`src/hw/mac_stats_pkg.sv`:
```
// constants, report structs and counter layout for the mac statistics block
package mac_stats_pkg;
    localparam int          ADDR_W         = 48;
    localparam int          CNT_W          = 32;
    localparam int          LEN_W          = 16;
    localparam int          ATT_W          = 5;
    localparam int          GRP_DEPTH      = 8;
    localparam int          GRP_IDX_W      = 3;
    localparam logic [LEN_W-1:0] MIN_UNPAD_LEN = 16'h002E;
    localparam logic [LEN_W-1:0] MAX_DATA_LEN  = 16'h05DC;
    localparam logic [ADDR_W-1:0] BCAST_ADDR   = 48'hFFFFFFFFFFFF;
    localparam int          GROUP_BIT      = 40;
    localparam logic [ATT_W-1:0]  FIRST_ATTEMPT = 5'h01;
    localparam logic [CNT_W-1:0]  CNT_RESET     = 32'h00000000;

    // one report per finished transmit request
    typedef struct packed {
        logic              tx_good_status;
        logic              internal_fault;
        logic              carrier_sense_fail_flag;
        logic              excess_deferral_flag;
        logic [ATT_W-1:0]  attempts;
        logic [ADDR_W-1:0] dest_addr_field;
    } tx_report_s;

    // one report per finished reception
    typedef struct packed {
        logic              rx_good_status;
        logic              internal_fault;
        logic              oversize_frame_status;
        logic              fcs_error;
        logic              align_error;
        logic [LEN_W-1:0]  length_field;
        logic [LEN_W-1:0]  data_octets;
        logic [LEN_W-1:0]  octet_total;
        logic [ADDR_W-1:0] dest_addr_field;
    } rx_report_s;

    typedef struct packed {
        logic [CNT_W-1:0] excess_collision_abort_count;
        logic [CNT_W-1:0] internal_tx_loss_count;
        logic [CNT_W-1:0] carrier_sense_error_count;
        logic [CNT_W-1:0] mcast_tx_count;
        logic [CNT_W-1:0] bcast_tx_count;
        logic [CNT_W-1:0] excess_deferral_count;
        logic [CNT_W-1:0] rx_good_octet_count;
        logic [CNT_W-1:0] internal_rx_loss_count;
        logic [CNT_W-1:0] mcast_rx_count;
        logic [CNT_W-1:0] bcast_rx_count;
        logic [CNT_W-1:0] length_mismatch_count;
        logic [CNT_W-1:0] length_out_of_range_count;
        logic [CNT_W-1:0] oversize_frame_count;
    } stats_s;
endpackage

```
`src/hw/mac_statistics_counters.sv`:
```
// statistics counters, promiscuous control and multicast address filter
`timescale 1ns/1ps
module mac_statistics_counters
    import mac_stats_pkg::*;
(
    input  wire logic                 i_clock,
    input  wire logic                 i_rst_b,
    input  wire logic                 i_tx_done,
    input  wire tx_report_s           i_tx,
    input  wire logic [ATT_W-1:0]     i_max_attempt_count,
    input  wire logic                 i_rx_done,
    input  wire rx_report_s           i_rx,
    input  wire logic [ADDR_W-1:0]    i_station_addr,
    input  wire logic                 i_promisc_set,
    input  wire logic                 i_promisc_value,
    input  wire logic                 i_group_add,
    input  wire logic                 i_group_del,
    input  wire logic [ADDR_W-1:0]    i_group_addr,
    input  wire logic [GRP_IDX_W-1:0] i_list_index,
    output logic                      o_promiscuous_enable,
    output logic                      o_addr_accept,
    output logic [ADDR_W-1:0]         o_list_entry,
    output logic                      o_list_valid,
    output logic                      o_list_full,
    output stats_s                    o_stats
);

    // address helpers used by both transmit and receive paths
    function automatic logic is_bcast(input logic [ADDR_W-1:0] a);
        return a == BCAST_ADDR;
    endfunction

    function automatic logic is_mcast(input logic [ADDR_W-1:0] a);
        return a[GROUP_BIT] && (a != BCAST_ADDR);
    endfunction

    function automatic logic [CNT_W-1:0] bump(input logic [CNT_W-1:0] c, input logic en);
        return c + {{(CNT_W-1){1'b0}}, en};
    endfunction

    // group table: small array, searched in parallel
    logic [ADDR_W-1:0]    grp_addr_q [GRP_DEPTH];
    logic [GRP_DEPTH-1:0] grp_valid_q;
    logic                 promisc_q;
    logic [ADDR_W-1:0]    list_entry_q;
    logic                 list_valid_q;
    stats_s               cnt_q;
    stats_s               cnt_d;

    function automatic logic [GRP_DEPTH-1:0] match_vec(input logic [ADDR_W-1:0] a);
        logic [GRP_DEPTH-1:0] m;
        m = '0;
        for (int i = 0; i < GRP_DEPTH; i++) begin
            m[i] = grp_valid_q[i] && (grp_addr_q[i] == a);
        end
        return m;
    endfunction

    function automatic logic [GRP_IDX_W-1:0] first_free(input logic [GRP_DEPTH-1:0] v);
        logic [GRP_IDX_W-1:0] idx;
        idx = '0;
        for (int i = GRP_DEPTH - 1; i >= 0; i--) begin
            if (!v[i]) begin
                idx = GRP_IDX_W'(i);
            end
        end
        return idx;
    endfunction

    // filter decision on the current receive report
    wire logic rx_is_bcast   = is_bcast(i_rx.dest_addr_field);
    wire logic rx_is_mcast   = is_mcast(i_rx.dest_addr_field);
    wire logic rx_grp_hit    = |match_vec(i_rx.dest_addr_field);
    wire logic rx_station    = i_rx.dest_addr_field == i_station_addr;
    wire logic normal_accept = rx_station || rx_is_bcast || (rx_is_mcast && rx_grp_hit);
    assign o_addr_accept = promisc_q || normal_accept;

    // table maintenance; add of an address already present is a no-op
    wire logic                 add_hit  = |match_vec(i_group_addr);
    wire logic                 add_ok   = i_group_add && i_group_addr[GROUP_BIT] && !add_hit
                                          && !(&grp_valid_q);
    wire logic [GRP_IDX_W-1:0] add_slot = first_free(grp_valid_q);
    wire logic [GRP_DEPTH-1:0] del_vec  = i_group_del ? match_vec(i_group_addr) : '0;
    assign o_list_full = &grp_valid_q;

    // transmit events; an internal fault hides the frame from every other count
    wire logic tx_ev      = i_tx_done && !i_tx.internal_fault;
    wire logic tx_ok      = tx_ev && i_tx.tx_good_status;
    wire logic inc_xs     = tx_ev && !i_tx.tx_good_status
                            && (i_tx.attempts == i_max_attempt_count);
    wire logic inc_tx_los = i_tx_done && i_tx.internal_fault;
    wire logic inc_cs     = tx_ev && i_tx.carrier_sense_fail_flag
                            && (i_tx.attempts == FIRST_ATTEMPT);
    wire logic inc_mc_tx  = tx_ok && is_mcast(i_tx.dest_addr_field);
    wire logic inc_bc_tx  = tx_ok && is_bcast(i_tx.dest_addr_field);
    wire logic inc_defer  = tx_ev && i_tx.excess_deferral_flag;

    // receive events, only for frames the filter let through
    wire logic rx_acc     = i_rx_done && o_addr_accept;
    wire logic rx_ev      = rx_acc && !i_rx.internal_fault;
    wire logic len_oor    = i_rx.length_field > MAX_DATA_LEN;
    wire logic len_bad    = !len_oor && ((i_rx.length_field < MIN_UNPAD_LEN)
                            || (i_rx.length_field != i_rx.data_octets));
    wire logic rx_err     = i_rx.oversize_frame_status || i_rx.fcs_error
                            || i_rx.align_error || len_bad;
    wire logic rx_ok      = rx_ev && i_rx.rx_good_status && !rx_err;
    wire logic inc_rx_los = rx_acc && i_rx.internal_fault;
    wire logic inc_mc_rx  = rx_ok && rx_is_mcast && rx_grp_hit;
    wire logic inc_bc_rx  = rx_ok && rx_is_bcast;
    wire logic inc_len    = rx_ev && len_bad;
    wire logic inc_oor    = rx_ev && len_oor;
    wire logic inc_long   = rx_ev && i_rx.oversize_frame_status;

    // next counter values; plain add wraps to zero at full scale
    always_comb begin
        cnt_d = cnt_q;
        cnt_d.excess_collision_abort_count = bump(cnt_q.excess_collision_abort_count, inc_xs);
        cnt_d.internal_tx_loss_count    = bump(cnt_q.internal_tx_loss_count, inc_tx_los);
        cnt_d.carrier_sense_error_count = bump(cnt_q.carrier_sense_error_count, inc_cs);
        cnt_d.mcast_tx_count            = bump(cnt_q.mcast_tx_count, inc_mc_tx);
        cnt_d.bcast_tx_count            = bump(cnt_q.bcast_tx_count, inc_bc_tx);
        cnt_d.excess_deferral_count     = bump(cnt_q.excess_deferral_count, inc_defer);
        cnt_d.internal_rx_loss_count    = bump(cnt_q.internal_rx_loss_count, inc_rx_los);
        cnt_d.mcast_rx_count            = bump(cnt_q.mcast_rx_count, inc_mc_rx);
        cnt_d.bcast_rx_count            = bump(cnt_q.bcast_rx_count, inc_bc_rx);
        cnt_d.length_mismatch_count     = bump(cnt_q.length_mismatch_count, inc_len);
        cnt_d.length_out_of_range_count = bump(cnt_q.length_out_of_range_count, inc_oor);
        cnt_d.oversize_frame_count      = bump(cnt_q.oversize_frame_count, inc_long);
        // octets added in one cycle, so any frame rate up to one per clock is kept up with
        if (rx_ok) begin
            cnt_d.rx_good_octet_count = cnt_q.rx_good_octet_count
                                        + CNT_W'(i_rx.octet_total);
        end
    end

    // counters clear only on hardware reset; management has no clear path
    always_ff @(posedge i_clock) begin
        if (!i_rst_b) begin
            cnt_q <= {$bits(stats_s){1'b0}};
        end else begin
            cnt_q <= cnt_d;
        end
    end

    // promiscuous setting
    always_ff @(posedge i_clock) begin
        if (!i_rst_b) begin
            promisc_q <= 1'b0;
        end else if (i_promisc_set) begin
            promisc_q <= i_promisc_value;
        end
    end

    // group table valid bits; delete wins if both strobes name one address
    always_ff @(posedge i_clock) begin
        if (!i_rst_b) begin
            grp_valid_q <= '0;
        end else begin
            grp_valid_q <= (grp_valid_q & ~del_vec)
                           | ((add_ok && !i_group_del) ? (GRP_DEPTH'(1) << add_slot) : '0);
        end
    end

    // address storage needs no reset; guarded by the valid bits
    always_ff @(posedge i_clock) begin
        if (add_ok && !i_group_del) begin
            grp_addr_q[add_slot] <= i_group_addr;
        end
    end

    // list readback, one cycle after the index is presented
    always_ff @(posedge i_clock) begin
        if (!i_rst_b) begin
            list_entry_q <= '0;
            list_valid_q <= 1'b0;
        end else begin
            list_entry_q <= grp_valid_q[i_list_index] ? grp_addr_q[i_list_index] : '0;
            list_valid_q <= grp_valid_q[i_list_index];
        end
    end

    assign o_promiscuous_enable = promisc_q;
    assign o_list_entry         = list_entry_q;
    assign o_list_valid         = list_valid_q;
    assign o_stats              = cnt_q;

    // readback register follows the slot picked one cycle earlier
    wire logic              list_hit  = grp_valid_q[i_list_index];
    wire logic [ADDR_W-1:0] list_word = grp_addr_q[i_list_index];
endmodule

```
`config.mk`:
```
export PLATFORM = sky130hd
export DESIGN_NAME = mac_statistics_counters
export DESIGN_NICKNAME = d
export VERILOG_FILES = /design/src/hw/mac_stats_pkg.sv /design/src/hw/mac_statistics_counters.sv
export SDC_FILE = /design/constraint.sdc
export NUM_CORES = 2
export LEC_CHECK = 0
export BUFFER_PORTS_ARGS = -buffer_cell sky130_fd_sc_hd__buf_2
export CORE_ASPECT_RATIO = 1.5
export CORE_MARGIN = 1
export CORE_UTILIZATION = 50
export CTS_BUF_LIST = sky130_fd_sc_hd__clkbuf_4
export DETAILED_ROUTE_END_ITERATION = 16
export PLACE_DENSITY = 0.76
export SLEW_MARGIN = 30
export SYNTH_ARGS = -nofsm -noshare
export SYNTH_HDL_FRONTEND = slang
export SYNTH_SLANG_ARGS = --single-unit
```
`constraint.sdc`:
```
create_clock -name i_clock -period 10.6 [get_ports i_clock]
set_input_delay 0.53 -clock i_clock [delete_from_list [all_inputs] [get_ports i_clock]]
set_output_delay 0.53 -clock i_clock [all_outputs]
set_load 0.1 [all_outputs]
```
==> metrics.yaml, run 1 <==
clock_network:
  cts_root_buf: "clkbuf_4"
  htree_levels: 4
  cts_sinks: 858
  cts_buffers: 207
  clock_path_buffers: 3
floorplanning:
  die_h_um: 373
  ios: 738
  die_w_um: 249
  rows: 135
  start_util_pct: 50.6
run_status:
  status: "stopped before the end"
  error: "[ERROR GRT-0116] Global routing finished with congestion. Check the congestion regions in the DRC Viewer."
  stop_stage: "5_1_grt"
logic_synthesis:
  yosysSeqAreaShare_pct: 45.9
  netlist_area_um2: 45800
  syn_inst: 4433
  ys_top_cells_by_area: "edfxtp_1 (25%), dfxtp_1 (21%), xor2_1 (11%), xnor2_1 (8.6%), mux4_2 (4.8%)"
  synth-edff-count: 384
  synth_compound_area_share_pct: 4.57
  yosysWarnings: 0
  synth_mux_area_share_pct: 6.40
  ys_types: 74
  yosysTopAreaCell: "edfxtp_1"
  synth_top_area_share_pct: 25.2
  yosys.area_share.simple_pct: 19.7
  synthArstFlopShare_pct: 0
  synth.most_common_cell: "xor2_1"
  synthesis.nets: 4744
  synth-main-ff-cell: "dfxtp_1"
  syn_area_per_cell_um2: 10.3
  yosys.area_share.adder_pct: 1.14
  synth_xor_xnor_area_share_pct: 19.5
  ys_ff_latch: 858
  synth_top_family_by_area: "simple AND/OR/NAND/NOR gates"
  synthTopCellsByCount: "xor2_1 (565), dfxtp_1 (474), xnor2_1 (451), nor2_1 (398), edfxtp_1 (384)"
placement:
  gp_congestion: 1.17
  dp_hpwl_um: 201000
  port_buffers: 737
grt:
  grt-ovfl-total: 8
  grt_pass1_wl_um: 398000
  grt.total_usage_pct: 62.3
  grt_max_degree: 194
  grt_pass1_vias: 47635
logic make-up after synthesis:
kind of cell / count (synthesis)
adders and majority gates: 41
DFF: 858
buffers and inverters: 304
xor gates and xnor gates: 1018
AOI/OAI and AO/OA: 340
muxes: 170
and+or+nand+nor: 1702
metal layers:
layer / overflow / global-route usage, %
met5: 0 / 3.12
met2: 5 / 89.0
met4: 3 / 69.4
met3: 0 / 33.8
met1: 0 / 60.8
per-stage QoR:
step | instance area (um2) | std cells | setup WS [ns] | hold slack, ns
after detailed placement | 50400 | 6176 | 4.64 | 0.470
after floorplan | 45800 | 4433 | 5.61 | 0.515
after CTS | 54000 | 6638 | 4.48 | 0.0102
after global placement | 50400 | 6176 | 4.70 | 0.462
what timing repair did:
action                                 in CTS
hold buffers                               85
endpoints found under the hold margin     439
resized for setup                           0
setup buffers                               0
==> run 2, diff against run 1 <==
CORE_ASPECT_RATIO = default   (was 1.5)
CORE_UTILIZATION = 35   (was 50)
CTS_BUF_LIST = default   (was sky130_fd_sc_hd__clkbuf_4)
PLACE_DENSITY = default   (was 0.76)
PLACE_DENSITY_LB_ADDON = 0.15   (was default)
==> metrics.yaml, run 2 <==
run:
  maxCapViolations: 0
timing:
  setup_tns_ns: 0
  fin_crit_ns: 6.07
  timing_hold_violations_final: 0
  worstMarginPinSlew_ns: 1.22
  fin_skew_ns: 0.0527
  maxSlewViolCount: 0
  rsz0062_at_grt: "no"
  whs_ns: 0.0569
  period_share_pct: 57.2
  fmax_ghz: 0.165
  setup_violations: 0
  slew-limit-headroom_pct: 18.4
grt:
  grt_pass1_wl_um: 358000
  grt_max_degree: 119
  antenna_found_initial: 24
  grt.total_usage_pct: 40.8
  grt-ovfl-total: 0
  grt_pass1_vias: 38313
logic_synthesis:
  synth-edff-count: 384
  yosysSeqAreaShare_pct: 45.9
  synthArstFlopShare_pct: 0
  synthTopCellsByCount: "xor2_1 (565), dfxtp_1 (474), xnor2_1 (451), nor2_1 (398), edfxtp_1 (384)"
  synth_top_area_share_pct: 25.2
  yosysWarnings: 0
  synthesis.nets: 4744
  ys_ff_latch: 858
  syn_inst: 4433
  yosysTopAreaCell: "edfxtp_1"
  ys_top_cells_by_area: "edfxtp_1 (25%), dfxtp_1 (21%), xor2_1 (11%), xnor2_1 (8.6%), mux4_2 (4.8%)"
  synth-main-ff-cell: "dfxtp_1"
  ys_types: 74
  syn_area_per_cell_um2: 10.3
  synth.most_common_cell: "xor2_1"
  netlist_area_um2: 45800
cells_and_area:
  mostFrequentLayoutCell: "buf_2"
  fin_nets: 5439
  area_delta_synth_final_pct: 19.4
  final_cell_mix: "buf_2 (733), xor2_1 (560), dfxtp_1 (474)"
  finish.utilization_pct: 42.2
  largest_reg_flops: 416
  design_area_um2: 54700
  nFillCells: 12764
  drive_above_1_share_pct: 20.8
clock_network:
  clock_path_buffers: 3
  clk_latency_ns: 0.75
  cts_root_buf: "clkbuf_16"
  cts_buffers: 97
  cts_sinks: 858
  htree_levels: 3
  cts_setup_buffers: 0
  clk_pin_slew_worst_paths_ns: 0.06
  cts_tree: "built"
floorplanning:
  ios: 738
  rows: 132
  die_w_um: 364
  start_util_pct: 35.3
  die_h_um: 364
  core-area_um2: 130000
  die_area_um2: 132000
detailed_routing:
  antenna_left: 0
  highest_layer: "met5"
  drt_iter0_markers: 4635
  routed-wl-met3_um: 23100
  via_per_inst: 5.88
  wl_um: 276000
  dr.pass1.iters: 6
  wl_met1_um: 99800
  via_count: 40899
  wl_per_cell_um: 39.6
  wl_met2_um: 124000
  drc_errors: 0
power_and_ir_drop:
  p_leak_nw: 20.8
  p_per_area_nw_per_um2: 141
  vdd_drop_max_uv: 129
critical_path:
  worst_setup_path_start_kind: "flip-flop"
  cp_max_fo: 6
  critPathRequiredTime_ns: 11.24
  crit_arrival_ns: 6.71
  critPathKind: "reg -> reg"
  cp-end-kind: "flip-flop"
placement:
  placed_area_um2: 51300
  dp_hpwl_um: 214000
  port_buffers: 737
  gp_congestion: 1.07
run_status:
  status: "finished, final reports clean"
hold_path:
  hold_class: "in -> reg"
run 2: cell counts after synthesis:
Identical to the previous run, type by type.
run 2: per-layer routing:
layer	vias to the layer above	global-route usage (%)
li1	17260	-
met1	20328	46.1
met2	2481	64.1
met3	818	10.7
met4	12	34.8
met5	-	0.835
run 2: where the power goes:
group,internal [W],switching (W)
Sequential,0.00346,0.0000180
Combinational,0.000212,0.000569
Clock,0.00193,0.00151
Total,0.00560,0.00209
run 2: cell families (layout without fill, tap and decap cells):
| kind of cell | after synthesis | after routing | share of synthesized area [%] |
|---|---|---|---|
| other | 0 | 10 | 0 |
| and+or+nand+nor | 1702 | 1702 | 19.7 |
| xor gates and xnor gates | 1018 | 1018 | 19.5 |
| adders and majority gates | 41 | 41 | 1.14 |
| DFF | 858 | 858 | 45.9 |
| muxes | 170 | 170 | 6.40 |
| buffers and inverters | 304 | 1080 | 2.73 |
| AOI/OAI and AO/OA | 340 | 340 | 4.57 |
run 2: timing repair:
| action | 4_1_cts | 5_1_grt |
|---|---|---|
| endpoints found under the hold margin | 1 | 0 |
| gates resized for setup | 0 | 0 |
| hold buffers | 1 | 0 |
run 2: critical path, stage by stage (launching register included):
cell,delay (ns)
edfxtp_1,0.75
xnor2_1,1.10
nand4_1,0.18
nor3_1,0.18
nand4_1,0.16
o32ai_1,0.50
o41a_1,0.46
or2_2,0.22
and3_1,0.24
ha_1,0.19
ha_1,0.25
and3_1,0.18
nand4_1,0.23
nor2_1,0.26
inv_1,0.08
nor3_1,0.38
and4_1,0.28
nand2_1,0.07
xnor2_1,0.12
and2_1,0.15
run 2: area by class of cell:
class                   instances  area, um2  area share [%]
clock buffers                 143       2800            5.13
clock inverters                37        410           0.751
diodes                         10       25.0          0.0458
multi-input cells            3271      23700            43.3
flip-flops and latches        858      21000            38.4
inverters                     110        425           0.778
repair buffers                790       4130            7.55
well taps                    1742       2180            3.99
run 2: through the flow:
stage / power, W / setup slack [ns] / cells
floorplan: 0.00391 / 5.61 / 4433
global placement: 0.00430 / 4.35 / 6765
detailed placement: 0.00429 / 4.41 / 6766
CTS: 0.00771 / 4.94 / 6947
global route: 0.00785 / 4.50 / 6954
finish: 0.00769 / 4.53 / 6961
run 2: final timing paths:
path	start	to	cells past startpoint	slack (ns)
setup / recovery	grp_addr_q[5][18]	o_stats[188]	19	4.53
hold / removal	i_promisc_set	o_promiscuous_enable	3	0.06
setup reg to reg	grp_addr_q[5][18]	o_stats[188]	19	4.53
hold reg to reg	o_stats[207]	o_stats[207]	2	0.48
Power figures use the tool's default switching activity.
